<file path="src/smx_defs.vh">
// constants for the shift / move / indirect-load execution datapath
`ifndef SMX_DEFS_VH
`define SMX_DEFS_VH

// operation codes presented by the decoder
`define SMX_OP_NONE      3'h0
`define SMX_OP_SHL       3'h1
`define SMX_OP_SHR       3'h2
`define SMX_OP_COPY      3'h3
`define SMX_OP_LOAD_MOD  3'h4
`define SMX_OP_LOAD_REL  3'h5

// pointer update codes
`define SMX_PU_PRE_INC   2'h0
`define SMX_PU_PRE_DEC   2'h1
`define SMX_PU_POST_INC  2'h2
`define SMX_PU_POST_DEC  2'h3

// field positions
`define SMX_MSB          3'h7
`define SMX_LSB          3'h0

// reset values
`define SMX_ACC_RST      8'h00
`define SMX_PTR_RST      16'h0000
`define SMX_FLAG_RST     1'b0

// memory read latency in clock cycles (address to data)
`define SMX_RD_LAT       1

`endif

</file>
<file path="src/smx_exec.v">
// execution datapath for shift, copy and pointer-indirect load operations
`timescale 1ns/1ps
`include "smx_defs.vh"

module smx_exec (
  input  wire        CLK_SYS,
  input  wire        RST_B,
  input  wire        OP_VALID,
  input  wire [2:0]  OP_CODE,
  input  wire        RESULT_TARGET_SEL,
  input  wire        PTR_SEL,
  input  wire [1:0]  PTR_UPDATE_CODE,
  input  wire [5:0]  SIGNED_OFFSET,
  input  wire [7:0]  FILE_RD_DATA,
  input  wire        PTR_WR_EN,
  input  wire        PTR_WR_IDX,
  input  wire [15:0] PTR_WR_DATA,
  input  wire [7:0]  MEM_RD_DATA,
  output reg  [7:0]  ACC,
  output reg         SHIFT_OUT_FLAG,
  output reg         RESULT_NULL_FLAG,
  output reg         FILE_WR_EN,
  output reg  [7:0]  FILE_WR_DATA,
  output reg         MEM_RD_EN,
  output reg  [15:0] MEM_RD_ADDR,
  output reg  [15:0] POINTER_REG0,
  output reg  [15:0] POINTER_REG1,
  output reg         BUSY
);

  // ****************************************
  // state encoding
  // ****************************************
  localparam ST_IDLE = 1'b0;
  localparam ST_WAIT = 1'b1;

  reg        state_q;
  reg        state_d;
  reg [7:0]  acc_d;
  reg        sof_d;
  reg        rnf_d;
  reg        fwe_d;
  reg [7:0]  fwd_d;
  reg        mre_d;
  reg [15:0] mra_d;
  reg [15:0] p0_d;
  reg [15:0] p1_d;
  reg [7:0]  shl_res;
  reg [7:0]  shr_res;
  reg [15:0] ptr_cur;
  wire [15:0] eff_addr;
  wire [15:0] ptr_next;

  // ****************************************
  // helpers
  // ****************************************
  function is_zero;
    input [7:0] v;
    begin
      is_zero = (v == 8'h00);
    end
  endfunction

  // ****************************************
  // pointer arithmetic
  // ****************************************
  // combinational, so the address is ready in the cycle the load is taken
  smx_ptr_unit u_ptr (
    .ptr_cur  (ptr_cur),
    .rel_form (OP_CODE == `SMX_OP_LOAD_REL),
    .upd_code (PTR_UPDATE_CODE),
    .offset   (SIGNED_OFFSET),
    .eff_addr (eff_addr),
    .ptr_next (ptr_next)
  );

  // ****************************************
  // next-state logic
  // ****************************************
  always @* begin
    // left shift, zero into bit 0
    shl_res = {FILE_RD_DATA[6:0], 1'b0};
    // right shift, zero into bit 7
    shr_res = {1'b0, FILE_RD_DATA[7:1]};
    ptr_cur = PTR_SEL ? POINTER_REG1 : POINTER_REG0;
    state_d = state_q;
    acc_d   = ACC;
    sof_d   = SHIFT_OUT_FLAG;
    rnf_d   = RESULT_NULL_FLAG;
    fwe_d   = 1'b0;
    fwd_d   = FILE_WR_DATA;
    mre_d   = 1'b0;
    mra_d   = MEM_RD_ADDR;
    p0_d    = POINTER_REG0;
    p1_d    = POINTER_REG1;
    // direct pointer writes from the core, dropped while a load is in flight
    // a load through the same pointer in the same cycle overrides the write
    if (PTR_WR_EN && state_q == ST_IDLE) begin
      if (PTR_WR_IDX)
        p1_d = PTR_WR_DATA;
      else
        p0_d = PTR_WR_DATA;
    end
    case (state_q)
      ST_IDLE: begin
        if (OP_VALID) begin
          case (OP_CODE)
            `SMX_OP_SHL: begin
              sof_d = FILE_RD_DATA[`SMX_MSB];
              rnf_d = is_zero(shl_res);
              if (RESULT_TARGET_SEL) begin
                fwe_d = 1'b1;
                fwd_d = shl_res;
              end else begin
                acc_d = shl_res;
              end
            end
            `SMX_OP_SHR: begin
              sof_d = FILE_RD_DATA[`SMX_LSB];
              rnf_d = is_zero(shr_res);
              if (RESULT_TARGET_SEL) begin
                fwe_d = 1'b1;
                fwd_d = shr_res;
              end else begin
                acc_d = shr_res;
              end
            end
            `SMX_OP_COPY: begin
              rnf_d = is_zero(FILE_RD_DATA);
              if (RESULT_TARGET_SEL) begin
                fwe_d = 1'b1;
                fwd_d = FILE_RD_DATA;
              end else begin
                acc_d = FILE_RD_DATA;
              end
            end
            `SMX_OP_LOAD_MOD, `SMX_OP_LOAD_REL: begin
              // indirect access goes to the effective address from the pointer unit
              mre_d = 1'b1;
              mra_d = eff_addr;
              if (PTR_SEL)
                p1_d = ptr_next;
              else
                p0_d = ptr_next;
              state_d = ST_WAIT;
            end
            default: begin
              state_d = ST_IDLE;
            end
          endcase
        end
      end
      ST_WAIT: begin
        // memory must answer in one cycle; there is no wait input
        // loaded byte to accumulator
        acc_d = MEM_RD_DATA;
        rnf_d = is_zero(MEM_RD_DATA);
        state_d = ST_IDLE;
      end
      default: begin
        state_d = ST_IDLE;
      end
    endcase
  end

  // ****************************************
  // registers
  // ****************************************
  always @(posedge CLK_SYS) begin
    if (!RST_B) begin
      state_q          <= ST_IDLE;
      ACC              <= `SMX_ACC_RST;
      SHIFT_OUT_FLAG   <= `SMX_FLAG_RST;
      RESULT_NULL_FLAG <= `SMX_FLAG_RST;
      FILE_WR_EN       <= 1'b0;
      FILE_WR_DATA     <= `SMX_ACC_RST;
      MEM_RD_EN        <= 1'b0;
      MEM_RD_ADDR      <= `SMX_PTR_RST;
      POINTER_REG0     <= `SMX_PTR_RST;
      POINTER_REG1     <= `SMX_PTR_RST;
      BUSY             <= 1'b0;
    end else begin
      state_q          <= state_d;
      ACC              <= acc_d;
      SHIFT_OUT_FLAG   <= sof_d;
      RESULT_NULL_FLAG <= rnf_d;
      FILE_WR_EN       <= fwe_d;
      FILE_WR_DATA     <= fwd_d;
      MEM_RD_EN        <= mre_d;
      MEM_RD_ADDR      <= mra_d;
      POINTER_REG0     <= p0_d;
      POINTER_REG1     <= p1_d;
      // ops are ignored while busy; decoder must wait
      BUSY             <= (state_d == ST_WAIT);
    end
  end

endmodule // smx_exec

</file>
<file path="src/smx_ptr_unit.v">
// pointer address and update arithmetic for the indirect load
`timescale 1ns/1ps
`include "smx_defs.vh"

module smx_ptr_unit (
  input  wire [15:0] ptr_cur,
  input  wire        rel_form,
  input  wire [1:0]  upd_code,
  input  wire [5:0]  offset,
  output reg  [15:0] eff_addr,
  output reg  [15:0] ptr_next
);

  reg [15:0] ptr_inc;
  reg [15:0] ptr_dec;
  reg [15:0] ofs_ext;

  always @* begin
    ptr_inc = ptr_cur + 16'h0001;
    ptr_dec = ptr_cur - 16'h0001;
    ofs_ext = {{10{offset[5]}}, offset};
    eff_addr = ptr_cur;
    ptr_next = ptr_cur;
    if (rel_form) begin
      eff_addr = ptr_cur + ofs_ext;
      ptr_next = ptr_cur;
    end else begin
      case (upd_code)
        `SMX_PU_PRE_INC: begin
          eff_addr = ptr_inc;
          ptr_next = ptr_inc;
        end
        `SMX_PU_PRE_DEC: begin
          eff_addr = ptr_dec;
          ptr_next = ptr_dec;
        end
        `SMX_PU_POST_INC: begin
          eff_addr = ptr_cur;
          ptr_next = ptr_inc;
        end
        default: begin
          eff_addr = ptr_cur;
          ptr_next = ptr_dec;
        end
      endcase
    end
  end

endmodule // smx_ptr_unit

</file>
<file path="config.mk">
export PLATFORM = sky130hd
export DESIGN_NAME = smx_exec
export DESIGN_NICKNAME = d
export VERILOG_FILES = /design/src/smx_exec.v /design/src/smx_ptr_unit.v
export VERILOG_INCLUDE_DIRS = /design/src /design/src/src
export SDC_FILE = /design/constraint.sdc
export NUM_CORES = 1
export LEC_CHECK = 0
export BUFFER_PORTS_ARGS = -buffer_cell sky130_fd_sc_hd__buf_2
export CAP_MARGIN = 20
export CORE_ASPECT_RATIO = 0.5
export CORE_MARGIN = 2
export CORE_UTILIZATION = 40
export CTS_BUF_LIST = sky130_fd_sc_hd__clkbuf_8
export DETAILED_ROUTE_END_ITERATION = 7
export PLACE_DENSITY = 0.66
export SKIP_LAST_GASP = 1
export SLEW_MARGIN = 10
export SYNTH_ARGS = -nofsm -noshare
export SYNTH_HDL_FRONTEND = slang
export SYNTH_HIERARCHICAL = 1
export SYNTH_SLANG_ARGS = --single-unit
</file>
<file path="constraint.sdc">
create_clock -name CLK_SYS -period 8.32 [get_ports CLK_SYS]
set_clock_uncertainty 0.15 [all_clocks]
set_input_delay 1.248 -clock CLK_SYS [delete_from_list [all_inputs] [get_ports CLK_SYS]]
set_output_delay 1.248 -clock CLK_SYS [all_outputs]
set_load 0.05 [all_outputs]
</file>
==> impl_metrics.env <==
export IMPL_worst_endpoint_required_ns=8.46
export IMPL_finalMaxSlewViolations=0
export IMPL_ys_flop_type="dfxtp_1"
export IMPL_min_path_cells=2
export IMPL_final_cell_count_no_fill=879
export IMPL_critical_path_slowest_cell="a2111oi_0"
export IMPL_status="completed"
export IMPL_final_nets=777
export IMPL_core_rowCount=28
export IMPL_syn_nets=688
export IMPL_syn_area_per_cell_um2=8.02
export IMPL_drtAntennaViolNets=0
export IMPL_dr_pass1_iters=4
export IMPL_arrival_ns=4.10
export IMPL_cts_made_buffers=9
export IMPL_relSlewSlack_pct=35.3
export IMPL_crit_fanout=18
export IMPL_met3_usage_pct=4.40
export IMPL_drv_cap=0
export IMPL_total_power_mw=1.00
export IMPL_p_leak_nw=2.65
export IMPL_wire_per_inst_um=16.8
export IMPL_viasPerCell=5.53
export IMPL_dpl_cell_area_um2=5570
export IMPL_grt_met1_usage_pct=31.6
export IMPL_via_count=4857
export IMPL_die_h_um=82.8
export IMPL_gr_usage_all_layers_pct=22.0
export IMPL_crit_start="PTR_SEL"
export IMPL_syn_cell_area_um2=4970
export IMPL_antenna_found_initial=0
export IMPL_dpl_cell_count=861
export IMPL_holdWs_ns=0.299
export IMPL_route_detailed_drc=0
export IMPL_clkSlewWorstSetupHoldPaths_ns=0.07
export IMPL_die_w_um=162
export IMPL_synth_edf_count=0
export IMPL_cts_max_path_buffers=2
export IMPL_ir_drop_mv=0.0656
export IMPL_cts_sinks=68
export IMPL_ys_seq_elements=68
export IMPL_final_common_cell="buf_2"
export IMPL_setup_viol=0
export IMPL_final_cell_area_um2=5830
export IMPL_critPathMaxStageDelay_ns=0.52
export IMPL_dp_hpwl_um=11200
export IMPL_worst_slew_pin_slew_ns=0.969
export IMPL_timing_critical_path_buf_inv=2
export IMPL_layout_cells_most_common_list="buf_2, a21oi_1, dfxtp_1"
export IMPL_start_util_pct=41.5
export IMPL_powerDensity_nw_per_um2=172
export IMPL_fin_crit_ns=3.96
export IMPL_yosys_warnings=6
export IMPL_pin_count=119
export IMPL_worst_setup_path_start_kind="input pin"
export IMPL_antenna_cells=0
export IMPL_hold_start="MEM_RD_ADDR[9]$_SDFFE_PN0P_"
export IMPL_dp_slack_ns=4.02
export IMPL_grt_busiest_layer="met2"
export IMPL_cts_root_buffer="clkbuf_8"
export IMPL_drtIter0Drc=447
export IMPL_crit_chain="buf_2, mux2_2, ha_1, inv_1, fa_1, nor2b_1, o31ai_2, a2111oi_0, a211oi_1, xor2_1, mux2i_1, nand2_1, a21oi_1"
export IMPL_hold_violations=0
export IMPL_rsz0062_at_grt="no"
export IMPL_reg2reg_from="POINTER_REG1[0]$_SDFF_PN0_"
export IMPL_grt_pass1_vias=4506
export IMPL_area_growth_syn_to_layout_pct=17.2
export IMPL_hold_class="flip-flop to flip-flop"
export IMPL_utilization_pct=48.6
export IMPL_worst_slack_ns=4.36
export IMPL_drt_wl_total_um=14700
export IMPL_grtUsageMet2_pct=34.0
export IMPL_fmax_ghz=0.253
export IMPL_cp_end_kind="flip-flop"
export IMPL_h_tree_depth=3
export IMPL_dieArea_um2=13400
export IMPL_ctsResizeCount=0
export IMPL_gp_congestion=0.953
export IMPL_async_flop_share_pct=0
export IMPL_critPathKind="input pin to flip-flop"
export IMPL_hold_buffers=0
export IMPL_tns_ns=0
export IMPL_ys_seq_area_share_pct=27.4
export IMPL_cts_tree="built"
export IMPL_grt_start_max_net_pins=43
export IMPL_port_buffers=118
export IMPL_final_period_utilization_pct=47.6
export IMPL_drive_gt1_share_pct=24.1
export IMPL_coreArea_um2=12000
export IMPL_grt_pass1_wl_um=24000
export IMPL_synthDistinctLibCells=71
export IMPL_critical_path_cell_count=13
export IMPL_path_delay_family="compound AO/OA/AOI/OAI gates"
export IMPL_cts_setup_buffers=0
export IMPL_syn_inst=620
export IMPL_grt_ovfl_total=0
export IMPL_clk_latency_ns=0.37
export IMPL_reg2reg_depth=12
## final timing paths
path	endpoint	slack, ns
max	MEM_RD_ADDR[14]$_SDFFE_PN0P_	4.36
max reg2reg	MEM_RD_ADDR[14]$_SDFFE_PN0P_	5.35
min	MEM_RD_ADDR[9]$_SDFFE_PN0P_	0.30
min reg2reg	MEM_RD_ADDR[9]$_SDFFE_PN0P_	0.30
## where the power goes
group	switching, mW	total [mW]	internal [mW]	leakage, nW
clock	0.136	0.320	0.184	0.122
sequential	0.0113	0.354	0.342	0.555
combinational	0.216	0.327	0.111	1.97
total	0.364	1.00	0.637	2.65
## worst reg2reg max path, stage by stage, from the launching register on
cell	delay, ns
dfxtp_1	0.35
mux2_2	0.27
ha_1	0.21
inv_1	0.06
fa_1	0.40
nor2b_1	0.20
o31ai_2	0.13
a2111oi_0	0.52
a211oi_1	0.12
xor2_1	0.17
mux2i_1	0.13
nand2_1	0.07
a21oi_1	0.12
## registers in the layout, summed over array words and instances (netlist names)
register and count:
SHIFT_OUT_FLAG 1, FILE_WR_DATA 8, MEM_RD_ADDR 16, RESULT_NULL_FLAG 1, POINTER_REG1 16, FILE_WR_EN 1
ACC 8, POINTER_REG0 16, state_q 1
## cells by family after synthesis
logic type	after synthesis	share of synthesized area (%)
AO/OA/AOI/OAI	196	23.8
AND/OR/NAND/NOR	182	19.4
flip-flops	68	27.4
multiplexers	61	12.7
buffers and inverters	58	5.64
XOR/XNOR	37	6.52
adder cells (fa/ha/maj)	18	4.68
## final cells by class
type,instances,area (um2)
repair buffers,123,639
well taps,165,206
flip-flops and latches,68,1360
multi-input cells,494,3340
fillers,1206,6160
clock inverters,5,76.3
clock buffers,11,151
inverters,13,48.8
## metal layers
| layer | vias up | part of all wire [%] | wire (um) |
|---|---|---|---|
| li1 | 2444 | - | - |
| met1 | 2252 | 50 | 7310 |
| met2 | 152 | 43 | 6360 |
| met3 | 9 | 6.4 | 950 |
| met4 | 0 | 0.86 | 127 |
| met5 | - | 0 | 0 |
## Yosys cell counts, types with 11 or more instances
| library cell | instances | area (um2) |
|---|---|---|
| a21oi_1 | 78 | 390 |
| dfxtp_1 | 68 | 1360 |
| nand2_1 | 59 | 221 |
| o21ai_0 | 50 | 250 |
| nor2_1 | 48 | 180 |
| mux2i_1 | 45 | 450 |
| clkbuf_1 | 21 | 78.8 |
| xnor2_1 | 20 | 175 |
| ha_1 | 17 | 213 |
| xor2_1 | 17 | 149 |
| mux2_2 | 16 | 180 |
| inv_1 | 12 | 45.0 |
| nand3_1 | 11 | 55.1 |
Power figures use the tool's default switching activity.
